File: src/logic/sse_pkg.sv
// constants and types of the segment statistics engine
package sse_pkg;
    localparam int SSE_SAMPLE_W = 16;
    localparam int SSE_SUM_W = 48;
    localparam int SSE_LEN_W = 32;
    localparam int SSE_PRE_W = 14;
    localparam int SSE_TS_W = 64;
    localparam int SSE_WORD_W = 32;
    localparam int SSE_REC_BYTES = 32;
    localparam int SSE_REC_WORDS = SSE_REC_BYTES / (SSE_WORD_W / 8);
    localparam logic [SSE_LEN_W-1:0] SSE_MIN_SEG_LEN = 32'h20;
    localparam logic [SSE_LEN_W-1:0] SSE_SEG_STEP = 32'h10;
    localparam logic [SSE_LEN_W-1:0] SSE_MAX_SEG_LEN = 32'h8000_0000;
    localparam logic [SSE_PRE_W-1:0] SSE_PRE_MIN = 14'h10;
    localparam logic [SSE_PRE_W-1:0] SSE_PRE_MAX = 14'h2000;
    localparam logic [SSE_PRE_W-1:0] SSE_PRE_STEP = 14'h10;
    localparam logic [15:0] SSE_REARM_BASE = 16'h0028;
    // record word positions
    localparam logic [2:0] SSE_W_AVG = 3'h0;
    localparam logic [2:0] SSE_W_MINMAX = 3'h1;
    localparam logic [2:0] SSE_W_MINPOS = 3'h2;
    localparam logic [2:0] SSE_W_MAXPOS = 3'h3;
    localparam logic [2:0] SSE_W_TS_LO = 3'h4;
    localparam logic [2:0] SSE_W_TS_HI = 3'h5;
    localparam logic [2:0] SSE_W_LEN = 3'h6;
    localparam logic [2:0] SSE_W_LAST = 3'h7;

    typedef enum logic [1:0] {
        SSE_SEG_IDLE = 2'b00,
        SSE_SEG_ARMED = 2'b01,
        SSE_SEG_COLLECT = 2'b10,
        SSE_SEG_REARM = 2'b11
    } sse_seg_state_t;

    typedef enum logic [1:0] {
        SSE_OUT_IDLE = 2'b00,
        SSE_OUT_DIV = 2'b01,
        SSE_OUT_SEND = 2'b10
    } sse_out_state_t;
endpackage

File: src/logic/sse_divider.sv
// sequential signed-by-unsigned divider for the segment average
`timescale 1ns/1ps
module sse_divider
    import sse_pkg::*;
#(
    parameter int DW = SSE_SUM_W,
    parameter int VW = SSE_LEN_W
) (
    input wire logic clock,
    input wire logic rst,
    input wire logic start,
    input wire logic signed [DW-1:0] dividend,
    input wire logic [VW-1:0] divisor,
    output logic busy,
    output logic done,
    output logic signed [SSE_WORD_W-1:0] quotient
);
    logic [DW-1:0] dq_reg, dq_next;
    logic [VW:0] rem_reg, rem_next;
    logic [VW-1:0] div_reg, div_next;
    logic neg_reg, neg_next;
    logic [7:0] cnt_reg, cnt_next;
    logic busy_reg, busy_next;
    logic done_reg, done_next;
    logic signed [SSE_WORD_W-1:0] q_reg, q_next;

    always_comb begin
        logic [VW+1:0] shifted;
        logic [DW-1:0] qd;
        shifted = '0;
        qd = '0;
        dq_next = dq_reg;
        rem_next = rem_reg;
        div_next = div_reg;
        neg_next = neg_reg;
        cnt_next = cnt_reg;
        busy_next = busy_reg;
        done_next = 1'b0;
        q_next = q_reg;
        if (start && !busy_reg) begin
            // work on the magnitude, fix the sign at the end
            dq_next = dividend[DW-1] ? DW'(-dividend) : dividend;
            neg_next = dividend[DW-1];
            rem_next = '0;
            div_next = divisor;
            cnt_next = 8'(DW);
            busy_next = 1'b1;
        end else if (busy_reg) begin
            shifted = {rem_reg, dq_reg[DW-1]};
            if (shifted >= {2'b00, div_reg}) begin
                shifted = shifted - {2'b00, div_reg};
                dq_next = {dq_reg[DW-2:0], 1'b1};
            end else begin
                dq_next = {dq_reg[DW-2:0], 1'b0};
            end
            rem_next = shifted[VW:0];
            cnt_next = cnt_reg - 8'h01;
            if (cnt_reg == 8'h01) begin
                busy_next = 1'b0;
                done_next = 1'b1;
                qd = neg_reg ? DW'(-dq_next) : dq_next;
                q_next = qd[SSE_WORD_W-1:0];
            end
        end
    end

    always_ff @(posedge clock or posedge rst) begin
        if (rst) begin
            dq_reg <= '0;
            rem_reg <= '0;
            div_reg <= '0;
            neg_reg <= 1'b0;
            cnt_reg <= 8'h00;
            busy_reg <= 1'b0;
            done_reg <= 1'b0;
            q_reg <= '0;
        end else begin
            dq_reg <= dq_next;
            rem_reg <= rem_next;
            div_reg <= div_next;
            neg_reg <= neg_next;
            cnt_reg <= cnt_next;
            busy_reg <= busy_next;
            done_reg <= done_next;
            q_reg <= q_next;
        end
    end

    assign busy = busy_reg;
    assign done = done_reg;
    assign quotient = q_reg;
endmodule

File: src/logic/sse_engine.sv
// per-segment statistics engine: min, max, average, positions, timestamp
`timescale 1ns/1ps
// Notes on behaviour
// RULE1 - every segment yields one summary with average, minimum and maximum; the code drops one ending while a summary is pending, flagging rec_overrun
// RULE2 - summary also holds both extreme positions and the trigger timestamp
// RULE3 - summary leaves as a fixed 32-byte record, eight 32-bit words
// RULE4 - segment length below 32 samples is a configuration error
// RULE5 - segment length must be 32 plus a multiple of 16 samples
// RULE6 - standard mode length limited to 2G samples over active channels
// RULE7 - streaming mode length limited to 2G samples, any channel count
// RULE8 - after segment end, 40 plus pretrigger samples of re-arm ignore triggers
// RULE9 - timestamp is 64-bit clock counter cleared manually or at acquisition start
// RULE10 - pretrigger must be 16 to 8192 samples in steps of 16
// RULE11 - positions count from segment start, first occurrence of an extreme wins
// RULE12 - summary follows the last sample; accumulators restart each segment
module sse_engine
    import sse_pkg::*;
(
    input wire logic clock,
    input wire logic rst,
    input wire logic acq_start,
    input wire logic acq_stop,
    input wire logic ts_clear,
    input wire logic cfg_fifo_mode,
    input wire logic [1:0] cfg_chan_log2,
    input wire logic [SSE_LEN_W-1:0] cfg_seg_len,
    input wire logic [SSE_PRE_W-1:0] cfg_pretrig,
    input wire logic smp_valid,
    input wire logic signed [SSE_SAMPLE_W-1:0] smp_data,
    input wire logic smp_trigger,
    output logic rec_valid,
    output logic [SSE_WORD_W-1:0] rec_data,
    output logic rec_last,
    input wire logic rec_ready,
    output logic armed,
    output logic cfg_error,
    output logic rec_overrun
);
    ////////////////////////////////////////////////////////////////////////
    function automatic logic cfg_ok(input logic [SSE_LEN_W-1:0] len,
                                    input logic [SSE_PRE_W-1:0] pre,
                                    input logic fifo,
                                    input logic [1:0] chl2);
        logic ok;
        ok = 1'b1;
        // RULE4 minimum length
        if (len < SSE_MIN_SEG_LEN)
            ok = 1'b0;
        // RULE5 length step
        if ((len % SSE_SEG_STEP) != '0)
            ok = 1'b0;
        // RULE6 RULE7 length ceiling per mode
        if (fifo ? (len > SSE_MAX_SEG_LEN) : (len > (SSE_MAX_SEG_LEN >> chl2)))
            ok = 1'b0;
        // RULE10 pretrigger range and step
        if (pre < SSE_PRE_MIN || pre > SSE_PRE_MAX || (pre % SSE_PRE_STEP) != '0)
            ok = 1'b0;
        return ok;
    endfunction

    ////////////////////////////////////////////////////////////////////////
    sse_seg_state_t seg_reg, seg_next;
    logic run_reg, run_next;
    logic cfg_err_reg, cfg_err_next;
    logic [SSE_TS_W-1:0] ts_reg, ts_next;
    logic [SSE_LEN_W-1:0] cnt_reg, cnt_next;
    logic [SSE_LEN_W-1:0] len_reg, len_next;
    logic signed [SSE_SUM_W-1:0] sum_reg, sum_next;
    logic signed [SSE_SAMPLE_W-1:0] min_reg, min_next, max_reg, max_next;
    logic [SSE_LEN_W-1:0] minpos_reg, minpos_next, maxpos_reg, maxpos_next;
    logic [SSE_TS_W-1:0] tscap_reg, tscap_next;
    logic [15:0] rearm_reg, rearm_next;
    logic seg_end;
    logic signed [SSE_SUM_W-1:0] sum_final;
    logic signed [SSE_SAMPLE_W-1:0] min_final, max_final;
    logic [SSE_LEN_W-1:0] minpos_final, maxpos_final;

    always_comb begin
        logic ok;
        ok = cfg_ok(cfg_seg_len, cfg_pretrig, cfg_fifo_mode, cfg_chan_log2);
        seg_next = seg_reg;
        run_next = run_reg;
        cfg_err_next = !ok;
        cnt_next = cnt_reg;
        len_next = len_reg;
        sum_next = sum_reg;
        min_next = min_reg;
        max_next = max_reg;
        minpos_next = minpos_reg;
        maxpos_next = maxpos_reg;
        tscap_next = tscap_reg;
        rearm_next = rearm_reg;
        seg_end = 1'b0;
        // RULE9 free-running stamp counter
        ts_next = (ts_clear || acq_start) ? '0 : ts_reg + 64'h1;
        if (acq_start && ok)
            run_next = 1'b1;
        if (acq_stop)
            run_next = 1'b0;
        // running sample folded into the accumulators
        sum_final = sum_reg + SSE_SUM_W'(smp_data);
        min_final = min_reg;
        max_final = max_reg;
        minpos_final = minpos_reg;
        maxpos_final = maxpos_reg;
        // RULE11 strict compare keeps the earliest extreme
        if (smp_data < min_reg) begin
            min_final = smp_data;
            minpos_final = cnt_reg;
        end
        if (smp_data > max_reg) begin
            max_final = smp_data;
            maxpos_final = cnt_reg;
        end
        case (seg_reg)
            SSE_SEG_IDLE: begin
                if (acq_start && ok && !acq_stop)
                    seg_next = SSE_SEG_ARMED;
            end
            SSE_SEG_ARMED: begin
                if (!run_reg) begin
                    seg_next = SSE_SEG_IDLE;
                end else if (smp_valid && smp_trigger) begin
                    // RULE12 fresh accumulators, trigger sample is index 0
                    sum_next = SSE_SUM_W'(smp_data);
                    min_next = smp_data;
                    max_next = smp_data;
                    minpos_next = '0;
                    maxpos_next = '0;
                    cnt_next = 32'h1;
                    len_next = cfg_seg_len;
                    // RULE2 stamp taken at the trigger
                    tscap_next = ts_reg;
                    seg_next = SSE_SEG_COLLECT;
                end
            end
            SSE_SEG_COLLECT: begin
                if (smp_valid) begin
                    sum_next = sum_final;
                    min_next = min_final;
                    max_next = max_final;
                    minpos_next = minpos_final;
                    maxpos_next = maxpos_final;
                    cnt_next = cnt_reg + 32'h1;
                    // RULE12 summary only after the last sample
                    if (cnt_reg + 32'h1 == len_reg) begin
                        seg_end = 1'b1;
                        // RULE8 re-arm holdoff length
                        rearm_next = SSE_REARM_BASE + 16'(cfg_pretrig);
                        seg_next = SSE_SEG_REARM;
                    end
                end
            end
            SSE_SEG_REARM: begin
                // RULE8 triggers here are dropped
                if (smp_valid)
                    rearm_next = rearm_reg - 16'h1;
                if (smp_valid && rearm_reg == 16'h1)
                    seg_next = run_reg ? SSE_SEG_ARMED : SSE_SEG_IDLE;
            end
            default: seg_next = SSE_SEG_IDLE;
        endcase
    end

    always_ff @(posedge clock or posedge rst) begin
        if (rst) begin
            seg_reg <= SSE_SEG_IDLE;
            run_reg <= 1'b0;
            cfg_err_reg <= 1'b0;
            ts_reg <= '0;
            cnt_reg <= '0;
            len_reg <= '0;
            sum_reg <= '0;
            min_reg <= '0;
            max_reg <= '0;
            minpos_reg <= '0;
            maxpos_reg <= '0;
            tscap_reg <= '0;
            rearm_reg <= 16'h0000;
        end else begin
            seg_reg <= seg_next;
            run_reg <= run_next;
            cfg_err_reg <= cfg_err_next;
            ts_reg <= ts_next;
            cnt_reg <= cnt_next;
            len_reg <= len_next;
            sum_reg <= sum_next;
            min_reg <= min_next;
            max_reg <= max_next;
            minpos_reg <= minpos_next;
            maxpos_reg <= maxpos_next;
            tscap_reg <= tscap_next;
            rearm_reg <= rearm_next;
        end
    end

    ////////////////////////////////////////////////////////////////////////
    // snapshot and record output; the divider runs during the re-arm
    // holdoff, before the next segment accumulates, so re-arm time hides its latency
    sse_out_state_t out_reg, out_next;
    logic signed [SSE_SAMPLE_W-1:0] smin_reg, smin_next, smax_reg, smax_next;
    logic [SSE_LEN_W-1:0] sminp_reg, sminp_next, smaxp_reg, smaxp_next;
    logic [SSE_LEN_W-1:0] slen_reg, slen_next;
    logic [SSE_TS_W-1:0] sts_reg, sts_next;
    logic [SSE_WORD_W-1:0] avg_reg, avg_next;
    logic [2:0] widx_reg, widx_next;
    logic [SSE_WORD_W-1:0] wdata_reg, wdata_next;
    logic ovr_reg, ovr_next;
    logic div_start, div_done;
    logic signed [SSE_WORD_W-1:0] div_q;

    function automatic logic [SSE_WORD_W-1:0] rec_word(
        input logic [2:0] idx, input logic [SSE_WORD_W-1:0] avg,
        input logic signed [SSE_SAMPLE_W-1:0] mn, input logic signed [SSE_SAMPLE_W-1:0] mx,
        input logic [SSE_LEN_W-1:0] mnp, input logic [SSE_LEN_W-1:0] mxp,
        input logic [SSE_TS_W-1:0] ts, input logic [SSE_LEN_W-1:0] len);
        logic [SSE_WORD_W-1:0] w;
        w = '0;
        // RULE3 fixed word layout
        case (idx)
            SSE_W_AVG: w = avg;
            SSE_W_MINMAX: w = {mx, mn};
            SSE_W_MINPOS: w = mnp;
            SSE_W_MAXPOS: w = mxp;
            SSE_W_TS_LO: w = ts[31:0];
            SSE_W_TS_HI: w = ts[63:32];
            SSE_W_LEN: w = len;
            default: w = '0;
        endcase
        return w;
    endfunction

    always_comb begin
        out_next = out_reg;
        smin_next = smin_reg;
        smax_next = smax_reg;
        sminp_next = sminp_reg;
        smaxp_next = smaxp_reg;
        slen_next = slen_reg;
        sts_next = sts_reg;
        avg_next = avg_reg;
        widx_next = widx_reg;
        wdata_next = wdata_reg;
        ovr_next = 1'b0;
        div_start = 1'b0;
        case (out_reg)
            SSE_OUT_IDLE: begin
                if (seg_end) begin
                    // RULE1 RULE2 latch the finished segment
                    smin_next = min_final;
                    smax_next = max_final;
                    sminp_next = minpos_final;
                    smaxp_next = maxpos_final;
                    slen_next = len_reg;
                    sts_next = tscap_reg;
                    div_start = 1'b1;
                    out_next = SSE_OUT_DIV;
                end
            end
            SSE_OUT_DIV: begin
                ovr_next = seg_end;
                if (div_done) begin
                    avg_next = div_q;
                    widx_next = SSE_W_AVG;
                    wdata_next = rec_word(SSE_W_AVG, div_q, smin_reg, smax_reg,
                                          sminp_reg, smaxp_reg, sts_reg, slen_reg);
                    out_next = SSE_OUT_SEND;
                end
            end
            SSE_OUT_SEND: begin
                // a stalled writer loses the next summary, flagged once
                ovr_next = seg_end;
                if (rec_ready) begin
                    widx_next = widx_reg + 3'h1;
                    wdata_next = rec_word(widx_reg + 3'h1, avg_reg, smin_reg, smax_reg,
                                          sminp_reg, smaxp_reg, sts_reg, slen_reg);
                    if (widx_reg == SSE_W_LAST)
                        out_next = SSE_OUT_IDLE;
                end
            end
            default: out_next = SSE_OUT_IDLE;
        endcase
    end

    always_ff @(posedge clock or posedge rst) begin
        if (rst) begin
            out_reg <= SSE_OUT_IDLE;
            smin_reg <= '0;
            smax_reg <= '0;
            sminp_reg <= '0;
            smaxp_reg <= '0;
            slen_reg <= '0;
            sts_reg <= '0;
            avg_reg <= '0;
            widx_reg <= 3'h0;
            wdata_reg <= '0;
            ovr_reg <= 1'b0;
        end else begin
            out_reg <= out_next;
            smin_reg <= smin_next;
            smax_reg <= smax_next;
            sminp_reg <= sminp_next;
            smaxp_reg <= smaxp_next;
            slen_reg <= slen_next;
            sts_reg <= sts_next;
            avg_reg <= avg_next;
            widx_reg <= widx_next;
            wdata_reg <= wdata_next;
            ovr_reg <= ovr_next;
        end
    end

    // RULE1 average is the sum over the segment length
    sse_divider #(
        .DW(SSE_SUM_W),
        .VW(SSE_LEN_W)
    ) u_div (
        .clock(clock),
        .rst(rst),
        .start(div_start),
        .dividend(sum_final),
        .divisor(len_reg),
        .busy(),
        .done(div_done),
        .quotient(div_q)
    );

    assign rec_valid = (out_reg == SSE_OUT_SEND);
    assign rec_data = wdata_reg;
    assign rec_last = (out_reg == SSE_OUT_SEND) && (widx_reg == SSE_W_LAST);
    assign armed = (seg_reg == SSE_SEG_ARMED);
    assign cfg_error = cfg_err_reg;
    assign rec_overrun = ovr_reg;
endmodule

File: config.mk
export PLATFORM = sky130hd
export DESIGN_NAME = sse_engine
export DESIGN_NICKNAME = d
export VERILOG_FILES = /design/src/logic/sse_pkg.sv /design/src/logic/sse_divider.sv /design/src/logic/sse_engine.sv
export SDC_FILE = /design/constraint.sdc
export NUM_CORES = 2
export LEC_CHECK = 0
export ABC_CLOCK_PERIOD_IN_PS = 23700
export BUFFER_PORTS_ARGS = -buffer_cell sky130_fd_sc_hd__buf_2
export CORE_ASPECT_RATIO = 0.9
export CORE_MARGIN = 5
export CORE_UTILIZATION = 29
export DETAILED_ROUTE_END_ITERATION = 6
export SYNTH_ARGS = -nofsm -noshare
export SYNTH_HDL_FRONTEND = slang
export SYNTH_SLANG_ARGS = --single-unit
export TNS_END_PERCENT = 100
File: constraint.sdc
create_clock -name clock -period 23.7 [get_ports clock]
set_input_delay 0 -clock clock [delete_from_list [all_inputs] [get_ports clock]]
set_output_delay 0 -clock clock [all_outputs]
set_load 0.02 [all_outputs]
# --- Word level (Yosys, flattened, before mapping) ---
# Cells that the tools add are included.
totals:
  ff_bits: 774
  word_cells: 191
op_classes:
  addsub: 10
  n_lt_le_gt_ge: 8
  n_eq_ne: 27
  shifts: 1
  mux: 80
  n_bitwise: 1
  n_reduce_logical: 32
op_table:
  columns: ["operator", "n"]
  rows:
  - ["32-bit 2-to-1 mux", 12]
  - ["48-bit 2-to-1 mux", 8]
  - ["32-bit case mux with 2 select lines", 4]
  - ["32-bit case mux with 7 select lines", 1]
  - ["16-bit 2-to-1 mux", 9]
  - ["33-bit 2-to-1 mux", 3]
  - ["16-bit case mux with 2 select lines", 3]
  - ["48-bit case mux with 2 select lines", 1]
  - ["64-bit by 1-bit adder with 64-bit output (second input constant)", 1]
  - ["64-bit 2-to-1 mux", 1]
  - ["48-bit by 16-bit adder with 48-bit output", 1]
  - ["48-bit negation", 1]
  - ["34-bit by 32-bit >= comparator with 1-bit output", 1]
  - ["33-bit by 32-bit subtractor with 33-bit output", 1]
  - ["32-bit by 1-bit adder with 32-bit output (second input constant)", 1]
  - ["32-bit == test", 1]
  - ["32-bit > comparator", 1]
  - ["32-bit > comparator (second input constant)", 1]
  - ["32-bit by 6-bit < comparator with 1-bit output (second input constant)", 1]
  - ["32-bit negation", 1]
  - ["32-bit nonzero test", 1]
  - ["32-bit by 2-bit >> shifter with 32-bit output (first input constant)", 1]
  - ["1-bit 2-to-1 mux", 21]
  - ["2-bit 2-to-1 mux", 10]
  - ["36 further kinds", 73]

# --- Depth between registers and ports, before layout ---
logic_depth:
  word_depth: 11
  depth_mapped: 21

# --- By module ---
# A second synthesis with hierarchy kept.
unflattened:
  hier_cells: 4567
  hier_area_um2: 42284.3
modules_own_cells:
  columns: ["module", "n_inst", "cells_per_inst", "area_per_inst_um2", "seq_area_each_um2"]
  rows:
  - ["sse_engine", 1, 3426, 32607.5, 15464.8]
  - ["sse_divider", 1, 1141, 9676.8, 3903.7]

# --- Worst setup path after synthesis ---
# Ideal clock, no wire load.
synth_path:
  path_type: "register -> register"
  startpoint: "reg u_div.rem_reg[1]"
  endpoint: "reg u_div.q_reg[28], in the netlist u_div.quotient[28]"
  setup_time_ns: 0.134
  t_arrival_ns: 4.675
  t_required_ns: 23.566
  slack_ns: 18.891
  path_stages_with_launch: 20
  path_buffers: 2
  path_cell_list: "dfrtp_1 ha_1 nor2b_1 o21a_1 o21ai_0 a211oi_1 o2111ai_1 a32oi_1 a311oi_1 o31ai_1 inv_1 clkbuf_1 clkbuf_1 ha_1 nand2_1 or3_1 nand2b_1 o41ai_1 xor2_1 o21ai_0"
synth_between:
  elab_chain_len: 6
synth_lines:
  columns: ["element", "line_no", "text"]
  rows:
  - ["start: declaration", "sse_divider.sv:19", "logic [VW:0] rem_reg, rem_next;"]
  - ["start signal: assignment", "sse_divider.sv:79", "rem_reg <= rem_next;"]
  - ["34-bit by 32-bit >= comparator with 1-bit output", "sse_divider.sv:50", "if (shifted >= {2'b00, div_reg}) begin"]
  - ["1-bit 2-to-1 mux", "sse_divider.sv:50", null]
  - ["48-bit 2-to-1 mux", "sse_divider.sv:48", "end else if (busy_reg) begin"]
  - ["48-bit 2-to-1 mux", "sse_divider.sv:40", "if (start && !busy_reg) begin"]
  - ["32-bit negation", "sse_divider.sv:61", "qd = neg_reg ? DW'(-dq_next) : dq_next;"]
  - ["32-bit 2-to-1 mux", "sse_divider.sv:61", null]
  - ["end signal: assignment", "sse_divider.sv:85", "q_reg <= q_next;"]
  - ["end: declaration", "sse_divider.sv:25", "logic signed [SSE_WORD_W-1:0] q_reg, q_next;"]
# No other way between the ends. The select of a mux whose other input is x is not followed.
# A chain may end at the register's enable or synchronous reset.

# --- Final worst setup path ---
layout_path:
  startpoint: "reg cnt_reg[0]"
  endpoint: "reg sminp_reg[1]"
layout_between:
  elab_chain_len: 6
layout_lines:
  columns: ["element", "line_no", "text"]
  rows:
  - ["start: declaration", "sse_engine.sv:66", "logic [SSE_LEN_W-1:0] cnt_reg, cnt_next;"]
  - ["start signal: assignment", "sse_engine.sv:185", "cnt_reg <= cnt_next;"]
  - ["32-bit by 1-bit adder with 32-bit output", "sse_engine.sv:146", "if (cnt_reg + 32'h1 == len_reg) begin"]
  - ["32-bit == test", "sse_engine.sv:146", null]
  - ["1-bit 2-to-1 mux", "sse_engine.sv:146", null]
  - ["1-bit 2-to-1 mux", "sse_engine.sv:138", "if (smp_valid) begin"]
  - ["1-bit 2-to-1 mux", "sse_engine.sv:115", "case (seg_reg)"]
  - ["2-bit AND reduction (no source line)", null, null]
  - ["end signal: assignment", "sse_engine.sv:302", "sminp_reg <= sminp_next;"]
  - ["end: declaration", "sse_engine.sv:202", "logic [SSE_LEN_W-1:0] sminp_reg, sminp_next, smaxp_reg, smaxp_next;"]
# No other way between the ends.

==> summary.md <==
| Metric | Value |
|---|---|
| Post-synth ARST share | 100% |
| Leak | 21.3 nW |
| Outcome | complete, no violations |
| Initial antenna violation count | 6 |
| Placed Instances | around 6.5k |
| Die X | roughly 410 um |
| Drt pass-1 iters | 6 |
| Vias in the first global route | between 30k and 40k |
| Gate power share | 16.2% |
| CP startpoint kind | flop |
| Register area | 19400 um^2 |
| Netlist cell types | 85 |
| Post-Route Utilization | between 30% and 40% |
| Pwr dens | approximately 69 nW/um^2 |
| Fillers | 15.0k |
| Synth area leader | dfrtp_1 |
| Input/output buffers | 109 |
| Worst skew pair latency | around 0.67 ns |
| Setup Fix Bufs, Post-CTS | 0 |
| Max Cap Viol | 0 |
| Routed vias/inst | about 5.2 |
| Count leader, synth | nand2_1 |
| Post-route minimum period | 6.04 ns |
| Fmax | 166 MHz |
| Buf/Inv on CP | 3 |
| Die H | approximately 370 um |
| P_int | 2.29 mW |
| Delay-heaviest family, CP | simple AND/OR/NAND/NOR gates |
| Required time of the critical path | between 20 and 25 ns |
| Yosys warnings | 0 |
| Crit path max fanout | around 240 |
| Syn Nets | roughly 5k |
| Dpl hpwl | ~94 mm |
| DRC | 0 |
| Root Driver | clkbuf_16 |
| Setup_tns | 0 ns |
| Top cells by area, synth | dfrtp_1 46%, nand2_1 9.3%, o21ai_0 5.5% |
| Reg clk slew, reported paths | roughly 0.060 ns |
| Avg Synthesized Cell Area | slightly below 9 um^2 |
| Total grt overflow | 0 |
| Final hold slack | 0.0736 ns |
| Final Hold Vio Count | 0 |
| Top cell type's share of synthesized area | 46.3% |
| Final Skew | roughly 0.038 ns |
| Synth Instances | roughly 4.8k |
| Sw Share | 30.9% |
| Period Utilization, post-route | about a quarter |
| Clk sink count | slightly below 800 |
| CTS max path bufs | 3 |
| Mapped cell area | 41800 um^2 |
| Core ar. | 144000 um^2 |
| Slowest cell on crit path | buf_4 |
| CP Class | reg2reg |
| Total Routing Usage GR | 17.3% |
| Relative slew slack | approximately 3.8% |
| Share of the yosys chip area belonging to registers | 46.3% |
| Crit path cell chain | ha_1, and3_1, nand4_1, nor2_1, and3_1, xnor2_1, nand4_1, nor4b_1, and4_1, buf_4, nand3_4, buf_12, buf_4, nand2_1, o21ai_0 |
| Setup violations, final | 0 |
| Multi-input combinational cell area | 20800 um^2 |
| VDD IR max | roughly 0.056 mV |
| WP data arrival | roughly 6.5 ns |
| ANT nets after route | 0 |
| Worst Tran Pin Value | 1.44 ns |
| Drt wl/cell | 20.0 um |
| H-tree Lvls | 3 |
| CTS tree | done |
| Post-synth EDFFs | 0 |
| Sw Pwr | 1.02 mW |
| Final Max Tran Viols | 0 |
| Layout cells sized above 1 | ~8% |
| Post-route insts no fill | around 6.8k |
| Starting density of the core | roughly 29% |
| Unrepaired setup endpoints after global routing | false |
| Die area | approximately 150000 um^2 |
| Clock share of power | between 40 and 50% |
| Via count | about 35k |
| FP Rows | roughly 130 |
| Hold WC Path Type | in2async |
| Total CTS buffers | 84 |
| Initial DRC count | roughly 3.5k |
| Crit end category | flop |
| Final #Nets | around 5.0k |
| Register share of total power | between 40% and 50% |
| WL final | 135 mm |
| Prevailing post-synth register cell | dfrtp_1 |
| CP peak stage delay | 0.69 ns |
| Gp weighted congestion | 0.894 |
| Synth Register Bits | approximately 770 |
| Global-route wire length before repair | about 210 mm |
| Area grow syn2layout | 14.1% |
| Commonest cells in the netlist | 1040 x nand2_1, 774 x dfrtp_1, 460 x o21ai_0 |
| I/O Pins | 110 |
| Pin count of the biggest net entering global routing | 238 |
tightest hold or removal path: stages:
cell,delay [ns]
dlygate4sd3_1,0.55
buf_2,0.17
inv_8,0.47
cell usage in the layout, fill, tap and decap left out, types with 78 or more instances in the layout:
master and instances:
a21oi_1 294, a22oi_1 78, buf_2 109, clkbuf_16 85
dfrtp_1 773, ha_1 129, inv_1 151, nand2_1 1038
nand3_1 158, nor2_1 304, o21ai_0 460, xnor2_1 135
xor2_1 119
routing by layer:
metal	up-vias	track usage, %	wire length, um
li1	16800	-	-
met1	17400	25.2	63100
met2	1079	26.9	60200
met3	191	2.72	8320
met4	0	4.49	3740
met5	-	0	0
worst paths after layout:
kind / from / end / slack (ns) / depth (start not counted)
max: cnt_reg[0]$_DFFE_PP0P_ / sminp_reg[1]$_DFFE_PP0P_ / 17.66 / 15
min: rst / rec_overrun$_DFF_PP0_ / 0.07 / 3
max in group asynchronous: rst / sts_reg[33]$_DFFE_PP0P_ / 20.41 / 6
max reg2reg: cnt_reg[0]$_DFFE_PP0P_ / sminp_reg[1]$_DFFE_PP0P_ / 17.66 / 15
min in group clock: cfg_seg_len[26] / len_reg[26]$_DFFE_PP0P_ / 0.08 / 4
min reg2reg: slen_reg[14]$_DFFE_PP0P_ / slen_reg[14]$_DFFE_PP0P_ / 0.47 / 2
power by group through the flow:
stage,Sequential [mW],Clock (mW),Combinational (mW)
floorplan,1.44,0,0.289
global placement,1.43,0,0.521
detailed placement,1.43,0,0.522
CTS,1.41,1.39,0.535
global route,1.41,1.44,0.580
finish,1.41,1.37,0.537
cell type report:
class,count,area share [%]
well taps,1876,4.92
clock buffers,118,5.07
clock inverters,34,0.905
multi-input cells,3566,43.6
diodes,2,0.0105
inverters,154,1.23
repair buffers,238,3.64
flip-flops and latches,774,40.6
through the flow:
step	setup slack [ns]	instance area, um^2	total power, mW
floorplan	1.97	41800	1.73
CTS	18.05	47700	3.34
detailed placement	18.04	44100	1.96
global route	17.39	47700	3.43
global placement	18.16	44100	1.95
finish	17.66	47700	3.31
what timing repair did:
| item | 4_1_cts | 5_1_grt |
|---|---|---|
| hold buffers | 74 | 0 |
| gates resized for setup | 0 | 0 |
| endpoints found under the hold margin | 236 | 0 |
cells by family after synthesis:
| family | count (synthesis) | synth area share (%) |
|---|---|---|
| and+or+nand+nor | 1841 | 19.2 |
| AOI/OAI and AO/OA | 1221 | 18.0 |
| muxes | 114 | 2.88 |
| xor gates and xnor gates | 255 | 5.36 |
| adders and majority gates | 135 | 4.07 |
| buffers and inverters | 454 | 4.15 |
| DFF | 774 | 46.3 |
(Power assumes the default switching activity.)
